--- config.mk ---
export PLATFORM = sky130hd
export DESIGN_NAME = trc_timer
export DESIGN_NICKNAME = d
export VERILOG_FILES = /design/src/hdl/trc_pkg.sv /design/src/hdl/trc_edge_sync.sv /design/src/hdl/trc_timer.sv
export SDC_FILE = /design/constraint.sdc
export NUM_CORES = 1
export LEC_CHECK = 0
export ABC_CLOCK_PERIOD_IN_PS = 1910
export BUFFER_PORTS_ARGS = -buffer_cell sky130_fd_sc_hd__clkbuf_2
export CORE_MARGIN = 3
export CORE_UTILIZATION = 35
export CTS_BUF_LIST = sky130_fd_sc_hd__clkbuf_2
export DETAILED_ROUTE_END_ITERATION = 6
export PLACE_DENSITY = 0.64
export SLEW_MARGIN = 20
export SYNTH_ARGS = -nofsm -noshare
export SYNTH_HDL_FRONTEND = slang
export SYNTH_HIERARCHICAL = 1
export SYNTH_SLANG_ARGS = --single-unit
--- constraint.sdc ---
create_clock -name SYS_CLK -period 1.91 [get_ports SYS_CLK]
set_clock_uncertainty 0.15 [all_clocks]
set_input_delay 0 -clock SYS_CLK [delete_from_list [all_inputs] [get_ports SYS_CLK]]
set_output_delay 0 -clock SYS_CLK [all_outputs]
set_load 0.05 [all_outputs]
--- src/hdl/trc_pkg.sv ---
// constants and state types of the timer reload and capture registers
// Function
// control bit 4 set enters oscillator capture mode
// capture: each oscillator falling edge copies the 16-bit count into reload
// control bit 3 set splits the counter into two 8-bit auto-reload counters
// in 16-bit mode the counter advances only while run control is 1
// in split mode run control gates only the high-byte counter
// in split mode the low-byte counter always counts
// capture source bit 1 selects oscillator falling edge; 0 is reserved
// external clock select: 0 system clock / 12, 1 external clock / 8
// per-byte fast clock selects override with the undivided system clock
// reload low byte is a read/write register, reset to zero
// reload high byte is a read/write register, reset to zero
// counter low byte register shows the low byte of the count
// 16-bit overflow loads the reload value and sets the high overflow flag
// overflow flags are cleared only by software writing the control register
// split overflow reloads each byte from its own reload byte
// divided external clock gives one system-clock pulse per eight rising edges
package trc_pkg;
  // *****************************************************************
  // register map
  // *****************************************************************
  localparam logic [7:0] ADDR_CONTROL = 8'hC8;
  localparam logic [7:0] ADDR_RELOAD_LOW = 8'hCA;
  localparam logic [7:0] ADDR_RELOAD_HIGH = 8'hCB;
  localparam logic [7:0] ADDR_COUNT_LOW = 8'hCC;
  localparam logic [7:0] RESET_BYTE = 8'h00;
  localparam logic [15:0] RESET_WORD = 16'h0000;
  // *****************************************************************
  // control bit positions
  // *****************************************************************
  localparam int BIT_HIGH_OVERFLOW = 7;
  localparam int BIT_LOW_OVERFLOW = 6;
  localparam int BIT_LOW_INT_ENABLE = 5;
  localparam int BIT_OSC_CAPTURE_ENABLE = 4;
  localparam int BIT_SPLIT_MODE_ENABLE = 3;
  localparam int BIT_RUN_CONTROL = 2;
  localparam int BIT_CAPTURE_SOURCE_SELECT = 1;
  localparam int BIT_EXTERNAL_CLOCK_SELECT = 0;
  // *****************************************************************
  // timebase counts
  // *****************************************************************
  localparam logic [3:0] SYS_DIV_LAST = 4'hB;
  localparam logic [2:0] EXT_DIV_LAST = 3'h7;
  localparam logic [7:0] BYTE_MAX = 8'hFF;
  localparam logic [15:0] WORD_MAX = 16'hFFFF;
  // *****************************************************************
  // state types
  // *****************************************************************
  typedef struct packed {
    logic s1;
    logic s2;
    logic s3;
    logic level;
    logic rise;
    logic fall;
  } trc_sync_type;
  typedef struct packed {
    logic [3:0] div_count;
    logic [2:0] ext_count;
    logic ext_tick;
    logic [15:0] count;
    logic [15:0] reload;
    logic [7:0] control;
    logic [7:0] rdata;
    logic irq;
  } trc_state_type;
endpackage

--- src/hdl/trc_edge_sync.sv ---
// three-stage synchroniser with agreed-level edge detection
`timescale 1ns/1ps
module trc_edge_sync
(
  input wire logic clk, // system clock
  input wire logic resetn, // synchronous reset, active low
  input wire logic din, // asynchronous input
  output logic rise, // one-cycle pulse on a rising edge
  output logic fall // one-cycle pulse on a falling edge
);
  trc_pkg::trc_sync_type st;
  trc_pkg::trc_sync_type next_st;

  // a change only counts once the second and third stages agree
  always_comb
  begin
    next_st = st;
    next_st.s1 = din;
    next_st.s2 = st.s1;
    next_st.s3 = st.s2;
    next_st.rise = 1'b0;
    next_st.fall = 1'b0;
    if ((st.s2 == st.s3) && (st.s3 != st.level))
    begin
      next_st.level = st.s3;
      next_st.rise = st.s3;
      next_st.fall = !st.s3;
    end
  end

  always_ff @(posedge clk)
  begin
    if (!resetn)
      st <= '0;
    else
      st <= next_st;
  end

  assign rise = st.rise;
  assign fall = st.fall;

  single_rise_a: assert property (@(posedge clk) disable iff (!resetn)
    rise |=> !rise) else $error("edge pulse lasted more than one cycle");
endmodule

--- src/hdl/trc_timer.sv ---
// timer counter with auto-reload, split mode and oscillator capture
`timescale 1ns/1ps
module trc_timer
(
  input wire logic SYS_CLK, // system clock, 125 MHz
  input wire logic RESETN, // synchronous reset, active low
  input wire logic [7:0] SFR_ADDR, // register address
  input wire logic SFR_WR, // write strobe, one cycle
  input wire logic [7:0] SFR_WDATA, // write data
  output logic [7:0] SFR_RDATA, // read data, one cycle after the address
  input wire logic EXT_CLK, // external oscillator clock
  input wire logic LOW_FREQ_OSC, // low-frequency oscillator output
  input wire logic HIGH_BYTE_FAST_CLOCK_SELECT, // high byte runs on the system clock in split mode
  input wire logic LOW_BYTE_FAST_CLOCK_SELECT, // low byte runs on the system clock
  input wire logic TIMER_INT_ENABLE, // timer interrupts enabled
  output logic INT_REQUEST, // interrupt request, level while the high overflow flag, or the low flag with its enable bit, is set, one-cycle pulse on a capture
  output logic [7:0] COUNTER_HIGH_BYTE // current high byte of the count
);
  trc_pkg::trc_state_type st;
  trc_pkg::trc_state_type next_st;
  logic ext_rise;
  logic osc_fall;
  logic div_tick;
  logic slow_tick;
  logic high_tick;
  logic low_tick;
  logic split_mode_enable;
  logic run_control;
  logic capture_now;
  logic wr_control;
  logic wr_reload_low;
  logic wr_reload_high;
  logic wr_count_low;
  logic set_high;
  logic set_low;

  // *****************************************************************
  // input synchronisers
  // *****************************************************************
  trc_edge_sync ext_sync
  (
    .clk(SYS_CLK),
    .resetn(RESETN),
    .din(EXT_CLK),
    .rise(ext_rise),
    .fall()
  );

  trc_edge_sync osc_sync
  (
    .clk(SYS_CLK),
    .resetn(RESETN),
    .din(LOW_FREQ_OSC),
    .rise(),
    .fall(osc_fall)
  );

  // *****************************************************************
  // timebase and decode
  // *****************************************************************
  always_comb
  begin
    div_tick = (st.div_count == trc_pkg::SYS_DIV_LAST);
    slow_tick = st.control[trc_pkg::BIT_EXTERNAL_CLOCK_SELECT] ? st.ext_tick : div_tick;
    high_tick = HIGH_BYTE_FAST_CLOCK_SELECT | slow_tick;
    low_tick = LOW_BYTE_FAST_CLOCK_SELECT | slow_tick;
    split_mode_enable = st.control[trc_pkg::BIT_SPLIT_MODE_ENABLE];
    run_control = st.control[trc_pkg::BIT_RUN_CONTROL];
    // reserved source value never captures
    capture_now = osc_fall && st.control[trc_pkg::BIT_OSC_CAPTURE_ENABLE]
      && st.control[trc_pkg::BIT_CAPTURE_SOURCE_SELECT];
    wr_control = 1'b0;
    wr_reload_low = 1'b0;
    wr_reload_high = 1'b0;
    wr_count_low = 1'b0;
    if (SFR_WR && (SFR_ADDR == trc_pkg::ADDR_CONTROL))
      wr_control = 1'b1;
    else if (SFR_WR && (SFR_ADDR == trc_pkg::ADDR_RELOAD_LOW))
      wr_reload_low = 1'b1;
    else if (SFR_WR && (SFR_ADDR == trc_pkg::ADDR_RELOAD_HIGH))
      wr_reload_high = 1'b1;
    else if (SFR_WR && (SFR_ADDR == trc_pkg::ADDR_COUNT_LOW))
      wr_count_low = 1'b1;
  end

  // *****************************************************************
  // next state
  // *****************************************************************
  always_comb
  begin
    next_st = st;
    set_high = 1'b0;
    set_low = 1'b0;
    next_st.div_count = div_tick ? 4'h0 : 4'(st.div_count + 4'h1);
    next_st.ext_tick = 1'b0;
    if (ext_rise)
    begin
      next_st.ext_count = 3'(st.ext_count + 3'h1);
      next_st.ext_tick = (st.ext_count == trc_pkg::EXT_DIV_LAST);
    end
    if (!split_mode_enable)
    begin
      if (run_control && low_tick)
      begin
        if (st.count == trc_pkg::WORD_MAX)
        begin
          next_st.count = st.reload;
          set_high = 1'b1;
          set_low = 1'b1;
        end
        else
        begin
          next_st.count = 16'(st.count + 16'h0001);
          set_low = (st.count[7:0] == trc_pkg::BYTE_MAX);
        end
      end
    end
    else
    begin
      if (low_tick)
      begin
        set_low = (st.count[7:0] == trc_pkg::BYTE_MAX);
        next_st.count[7:0] = set_low ? st.reload[7:0] : 8'(st.count[7:0] + 8'h01);
      end
      if (run_control && high_tick)
      begin
        set_high = (st.count[15:8] == trc_pkg::BYTE_MAX);
        next_st.count[15:8] = set_high ? st.reload[15:8] : 8'(st.count[15:8] + 8'h01);
      end
    end
    if (wr_count_low)
      next_st.count[7:0] = SFR_WDATA;
    if (wr_reload_low)
      next_st.reload[7:0] = SFR_WDATA;
    if (wr_reload_high)
      next_st.reload[15:8] = SFR_WDATA;
    // the capture outranks a same-cycle software write of the reload bytes
    if (capture_now)
      next_st.reload = st.count;
    if (wr_control)
      next_st.control = SFR_WDATA;
    // a hardware set outranks a same-cycle software clear
    if (set_high)
      next_st.control[trc_pkg::BIT_HIGH_OVERFLOW] = 1'b1;
    if (set_low)
      next_st.control[trc_pkg::BIT_LOW_OVERFLOW] = 1'b1;
    next_st.irq = TIMER_INT_ENABLE && (capture_now
      || next_st.control[trc_pkg::BIT_HIGH_OVERFLOW]
      || (next_st.control[trc_pkg::BIT_LOW_INT_ENABLE]
      && next_st.control[trc_pkg::BIT_LOW_OVERFLOW]));
    next_st.rdata = trc_pkg::RESET_BYTE;
    if (SFR_ADDR == trc_pkg::ADDR_CONTROL)
      next_st.rdata = st.control;
    else if (SFR_ADDR == trc_pkg::ADDR_RELOAD_LOW)
      next_st.rdata = st.reload[7:0];
    else if (SFR_ADDR == trc_pkg::ADDR_RELOAD_HIGH)
      next_st.rdata = st.reload[15:8];
    else if (SFR_ADDR == trc_pkg::ADDR_COUNT_LOW)
      next_st.rdata = st.count[7:0];
  end

  always_ff @(posedge SYS_CLK)
  begin
    if (!RESETN)
    begin
      st.div_count <= 4'h0;
      st.ext_count <= 3'h0;
      st.ext_tick <= 1'b0;
      st.count <= trc_pkg::RESET_WORD;
      st.reload <= trc_pkg::RESET_WORD;
      st.control <= trc_pkg::RESET_BYTE;
      st.rdata <= trc_pkg::RESET_BYTE;
      st.irq <= 1'b0;
    end
    else
      st <= next_st;
  end

  assign SFR_RDATA = st.rdata;
  assign INT_REQUEST = st.irq;
  assign COUNTER_HIGH_BYTE = st.count[15:8];

  // *****************************************************************
  // assertions
  // *****************************************************************
  capture_copy_a: assert property (@(posedge SYS_CLK) disable iff (!RESETN)
    capture_now |=> (st.reload == $past(st.count)))
    else $error("capture did not copy the count into reload");

  capture_off_a: assert property (@(posedge SYS_CLK) disable iff (!RESETN)
    (!st.control[trc_pkg::BIT_OSC_CAPTURE_ENABLE] && !wr_reload_low && !wr_reload_high)
    |=> $stable(st.reload))
    else $error("reload changed with capture disabled");

  reserved_source_a: assert property (@(posedge SYS_CLK) disable iff (!RESETN)
    (!st.control[trc_pkg::BIT_CAPTURE_SOURCE_SELECT] && !wr_reload_low && !wr_reload_high)
    |=> $stable(st.reload))
    else $error("reload changed with reserved capture source");

  run_gate_a: assert property (@(posedge SYS_CLK) disable iff (!RESETN)
    (!split_mode_enable && !run_control && !wr_count_low) |=> $stable(st.count))
    else $error("16-bit counter moved while stopped");

  wrap_word_a: assert property (@(posedge SYS_CLK) disable iff (!RESETN)
    (!split_mode_enable && run_control && low_tick && !wr_count_low
    && (st.count == trc_pkg::WORD_MAX))
    |=> (st.count == $past(st.reload)) && st.control[trc_pkg::BIT_HIGH_OVERFLOW])
    else $error("16-bit overflow did not reload or flag");

  high_gate_a: assert property (@(posedge SYS_CLK) disable iff (!RESETN)
    (split_mode_enable && !run_control) |=> (st.count[15:8] == $past(st.count[15:8])))
    else $error("split high byte moved while stopped");

  low_free_a: assert property (@(posedge SYS_CLK) disable iff (!RESETN)
    (split_mode_enable && !run_control && low_tick && !wr_count_low
    && (st.count[7:0] != trc_pkg::BYTE_MAX))
    |=> (st.count[7:0] == 8'($past(st.count[7:0]) + 8'h01)))
    else $error("split low byte did not count");

  wrap_byte_a: assert property (@(posedge SYS_CLK) disable iff (!RESETN)
    (split_mode_enable && low_tick && !wr_count_low && (st.count[7:0] == trc_pkg::BYTE_MAX))
    |=> (st.count[7:0] == $past(st.reload[7:0])) && st.control[trc_pkg::BIT_LOW_OVERFLOW])
    else $error("split low byte did not reload from its own byte");

  flag_hold_a: assert property (@(posedge SYS_CLK) disable iff (!RESETN)
    (st.control[trc_pkg::BIT_HIGH_OVERFLOW] && !wr_control)
    |=> st.control[trc_pkg::BIT_HIGH_OVERFLOW])
    else $error("overflow flag cleared without a write");

  div_period_a: assert property (@(posedge SYS_CLK) disable iff (!RESETN)
    div_tick |-> ##12 div_tick)
    else $error("divide by twelve period wrong");

  fast_select_a: assert property (@(posedge SYS_CLK) disable iff (!RESETN)
    (!split_mode_enable && run_control && LOW_BYTE_FAST_CLOCK_SELECT && !wr_count_low
    && (st.count != trc_pkg::WORD_MAX))
    |=> (st.count == 16'($past(st.count) + 16'h0001)))
    else $error("fast select did not advance the count every clock");

  ext_pulse_a: assert property (@(posedge SYS_CLK) disable iff (!RESETN)
    st.ext_tick |=> !st.ext_tick)
    else $error("external tick wider than one cycle");

  reload_write_a: assert property (@(posedge SYS_CLK) disable iff (!RESETN)
    (wr_reload_low && !capture_now) |=> (st.reload[7:0] == $past(SFR_WDATA)))
    else $error("reload low byte write lost");

  reload_high_a: assert property (@(posedge SYS_CLK) disable iff (!RESETN)
    (wr_reload_high && !capture_now) |=> (st.reload[15:8] == $past(SFR_WDATA)))
    else $error("reload high byte write lost");

  count_read_a: assert property (@(posedge SYS_CLK) disable iff (!RESETN)
    (SFR_ADDR == trc_pkg::ADDR_COUNT_LOW) |=> (SFR_RDATA == $past(st.count[7:0])))
    else $error("count low read wrong");
endmodule

* Yosys cells after proc, flatten, opt, wreduce, memory -nomap -nowiden
Cells that the tools add are included.
** Word-level totals
- Bits in registers :: 67
- Bits in latches :: 0
- Memory bits (writable) :: 0
- ROM bits :: 0
- Input port bits :: 24
- Output and inout port bits :: 17
- Memories kept :: 0
** Cells by class
- Add/sub/neg operators :: 5
- Multiply operators :: 0
- Div/mod/pow operators :: 0
- Magnitude comparators :: 0
- Eq/ne operators :: 15
- Shift-type cells :: 0
- Mux-type cells :: 37
- Bitwise operators :: 3
- Reduce and logical (&&, ||, !) cells :: 25
** Operators by type and width (number)
- $mux W8 :: 12
- $mux W16 :: 4
- $eq A8 B8 Y1 const B :: 6
- $mux W1 :: 21
- $add A16 B1 Y16 const B :: 1
- $add A8 B1 Y8 const B :: 2
- $eq A16 B16 Y1 const B :: 1
- $logic_and A1 B1 Y1 :: 12
- $reduce_and A2 Y1 :: 5
- $reduce_bool A2 Y1 :: 3
- $add A4 B1 Y4 const B :: 1
- $eq A4 B4 Y1 const B :: 1
- $add A3 B1 Y3 const B :: 1
- $eq A3 B3 Y1 const B :: 1
- $ne A3 B1 Y1 const B :: 1
- $reduce_bool A3 Y1 :: 1
- $eq A1 B1 Y1 :: 2
- $logic_or A1 B1 Y1 :: 2
- $ne A1 B1 Y1 :: 2
- $ne A2 B1 Y1 const B :: 1
- $or A1 B1 Y1 :: 2
- $reduce_or A2 Y1 :: 1
- $logic_not A1 Y1 :: 1
- $not A1 Y1 :: 1

* Depth between registers and ports, before layout
- Word-level depth :: 10
- Depth in mapped cells :: 9

* Modules after synthesis
The synthesis kept the hierarchy.
** By module, submodules not included
- trc_timer :: instances 1, cells each 381, area an instance 3146.8 um^2, seq. area each 1141.1 um^2
- trc_edge_sync :: instances 2, cells each 15, area an instance 175.2 um^2, seq. area each 120.1 um^2

* Worst setup path before layout
Ideal clock, no wire load.
- Kind :: flip-flop to flip-flop
- Start :: reg st (netlist bit COUNTER_HIGH_BYTE[0])
- End :: reg st (netlist bit COUNTER_HIGH_BYTE[5])
- Library setup time :: 0.071 ns
- Data arrival time :: 1.754 ns
- Data required time :: 1.689 ns
- Path slack :: -0.065 ns
- Cell stages (with the launch flop) :: 9
- Buffers on the path :: 1
- Period minus slack after synthesis :: 1.975 ns
- Cell sequence :: dfxtp_1 > ha_1 > and3_1 > and3_1 > buf_2 > a21oi_2 > nand3_1 > o311ai_1 > o21bai_1
** Between the ends
- Cells in the longest elaborated chain, start to end :: 4
- Elaborated cells between the ends (all ways) :: 9
- Classes of those cells :: add/sub (2); eq/ne (2); mux (5)
** RTL lines
- from (decl) :: RTL line trc_timer.sv:19 : trc_pkg::trc_state_type st;
- from (signal assigned) :: RTL line trc_timer.sv:176 : st <= next_st;
- $add A16 B1 Y16, or another cell as far along :: RTL line trc_timer.sv:113 : next_st.count = 16'(st.count + 16'h0001);
- $mux W16 or $mux W8 (tied branches) :: RTL line trc_timer.sv:105, trc_timer.sv:128
- $mux W16 or $mux W8 (tied branches) :: RTL line trc_timer.sv:103, trc_timer.sv:125
- $mux W16 (*) :: RTL line trc_timer.sv:101 : if (!split_mode_enable)
Every way passes the cells marked *; elsewhere a longest branch is shown, timed or not. The select of a mux whose other input is x is not followed.
A chain may end at the register's enable or synchronous reset.

* Worst setup path after layout
- Start :: reg st[54] in the netlist's numbering
- End :: reg st (netlist bit COUNTER_HIGH_BYTE[5])
** Between the ends
- Cells in the longest elaborated chain, start to end :: 6
- Elaborated cells between the ends (all ways) :: 9
- Classes of those cells :: eq/ne (2); mux (1); bitwise (2); reduce/logical (4)
** RTL lines
- $eq A4 B4 Y1 (*) :: RTL line trc_timer.sv:63 : div_tick = (st.div_count == trc_pkg::SYS_DIV_LAST);
- $mux W1 (*) :: RTL line trc_timer.sv:64 : slow_tick = st.control[trc_pkg::BIT_EXTERNAL_CLOCK_SELECT] ? st.ext_tick : div_tick;
- $or A1 B1 Y1 (on tied branches) :: RTL line trc_timer.sv:65, trc_timer.sv:66
- $logic_and A1 B1 Y1 (on tied branches) :: RTL line trc_timer.sv:125, trc_timer.sv:103
- $ne A2 B1 Y1 (no source line) or $reduce_bool A2 Y1 (tied branches)
- $reduce_and A2 Y1 (no source line) (*)
Every way passes the cells marked *; elsewhere a longest branch is shown, timed or not.

==> metrics <==
final hold violations 0; CTS tree built; worst path bufs/invs 2; largest net degree at the start of global routing 36; HPWL Detailed 6860 um; Final Worst Setup Slack -0.0855 ns; antenna violations before repair 0; first drt pass iteration count 6; die span in y 105 um; Yosys warning count 6; Final setup viols 11; gr usage total 0.179; Syn Inst Count 407; Tmin final 2.00 ns; reg2reg path depth 8; Post-Syn Nets 436; Die W 105 um; Setup crit end kind register; maxcap violations 0; Port-buffer cells 40; kind of critical path reg2reg; Mean Syn Cell Area 8.46 um2; final net count 535; Post-DRT Antenna Nets 0; CP cell instances ha_4 > and4bb_1 > buf_4 > o31a_1 > buf_4 > nand3_2 > o311ai_1 > o21bai_2; Sink Count 67; Worst Path Max Fanout 2; final worst path period share 1.04; GP Congestion 0.874; Non-Filler Instances 640; CP delay by family, top compound AO/OA/AOI/OAI gates; dpl cells 587; final WL 10000 um; via count 3392; root buffer cell clkbuf_2; crit path DAT 2.29 ns; P_int 1.93 mW; pre-CTS WS -0.197 ns; crit-path max cell delay 0.37 ns; Area growth, synth to finish 35.0%; hold crit path type in2reg; proportion of layout cells with a drive suffix above 1 0.301; VDD IR max 0.000411 V; Max Freq 0.501 GHz; Leak 2.00 nW; Num CTS Buffers 9; Worst slew margin 0.701; residual DRC count 0; vias in the first global route 3200; Comb pwr share 0.070; DR WL/cell 15.7 um; cell area after layout 0.00465 mm2; Startpoint Class register; Worst setup startpoint st[54]$_SDFF_PP0_; Post-Syn Area 0.00344 mm2; Worst Path Required 2.21 ns; Core Region 0.00942 mm2; Flop pwr share 0.552; crit path capture COUNTER_HIGH_BYTE[5]$_SDFFE_PN0P_; first-pass GRT wire length 15900 um; H-Tree Depth 3; reg-to-reg setup timing slack -0.09 ns; worst r2r src st[54]$_SDFF_PP0_; status finished, violations left; n_diodes 0; NetSw 644 uW; unrepaired setup endpoints after global routing yes; slew at the pin closest to its max-slew limit 0.448 ns; worst r2r dst COUNTER_HIGH_BYTE[5]$_SDFFE_PN0P_; clk_lat worst skew 0.53 ns; DIE AREA 0.0111 mm2; Critical-path top delay cell dfxtp_2; Final Util 0.494; Longest Clk Path Bufs 2; total congestion overflow 0; switch share 0.250; Starting Density 0.366; Vias/cell 5.30; PwrDens 554 mW/mm2; Iteration-0 DRC Markers 184; Max Slew Vio Count 0; Reg clk slew, reported paths 0.21 ns; area of placed instances 0.00402 mm2; # IOs 41; crit-path most repeated cell buf_4; CP Depth 8; Rows 35; clock power share 0.378; failing checks negative setup slack
## final cells by class
| type | count | area [um2] |
|---|---|---|
| timing repair buffer | 125 | 966 |
| multi-input combinational | 298 | 2010 |
| clock inverter | 7 | 92.6 |
| tap | 129 | 161 |
| clock buffer | 9 | 45.0 |
| inverter | 5 | 21.3 |
| sequential | 67 | 1350 |
| fill | 890 | 4770 |
## cell usage in the layout (no fill, tap or decap), drive strengths merged, types with 10 or more instances in the layout
master	instances
o211ai	11
mux2i	28
buf	55
nand2	37
nand3	20
a21oi	40
dlygate4sd3	30
nor2	33
dfxtp	67
and2	10
o21ai	34
clkbuf	49
a211oi	10
## power groups by stage
stage,logic (mW),clock network [mW],registers [mW]
2_1_floorplan,0.0672,0,1.45
3_3_place_gp,0.135,0,1.45
3_5_place_dp,0.138,0,1.45
4_1_cts,0.175,0.993,1.42
5_1_grt,0.199,1.04,1.42
6_report,0.181,0.972,1.42
## tightest hold or removal path: stages
cell,delay (ns)
dlygate4sd3_1,0.53
clkbuf_2,0.11
o311a_1,0.10
## state kept, by name, indices dropped and copies added (netlist names), 2 cells and up
register,cells
ext_sync/next_st,2
ext_sync/st,2
COUNTER_HIGH_BYTE,8
osc_sync/st,2
SFR_RDATA,8
st,38
osc_sync/next_st,2
## through the flow
step	setup TNS, ns	power [mW]	hold slack (ns)
CTS	-0.241	2.59	0.0560
global placement	-0.625	1.58	0.0716
global route	-1.65	2.67	0.0701
detailed placement	-1.18	1.59	0.0778
floorplan	-0.00588	1.52	-0.0188
finish	-0.634	2.57	0.0758
## per-layer routing
layer	global-route usage	vias to the layer above	routed length, um
met2	0.298	109	4830
met1	0.231	1604	4540
met3	0.0476	19	511
met4	0.0412	0	151
li1	-	1660	-
met5	0	-	0
## timing repair
item	4_1_cts	5_1_grt
endpoints found under the setup margin	14	22
pin swaps	4	10
setup buffers	4	3
hold buffers	31	0
hold endpoints to repair	65	0
resized for setup	15	17
## worst min-delay path by stage
stage,cells past startpoint,end,start
6_report,3,INT_REQUEST$_SDFF_PN0_,TIMER_INT_ENABLE
5_1_grt,3,INT_REQUEST$_SDFF_PN0_,TIMER_INT_ENABLE
3_5_place_dp,2,osc_sync/next_st[4]$_SDFF_PN0_,LOW_FREQ_OSC
2_1_floorplan,1,INT_REQUEST$_SDFF_PN0_,TIMER_INT_ENABLE
4_1_cts,3,INT_REQUEST$_SDFF_PN0_,TIMER_INT_ENABLE
3_3_place_gp,2,osc_sync/next_st[4]$_SDFF_PN0_,LOW_FREQ_OSC
(Power assumes the default switching activity.)
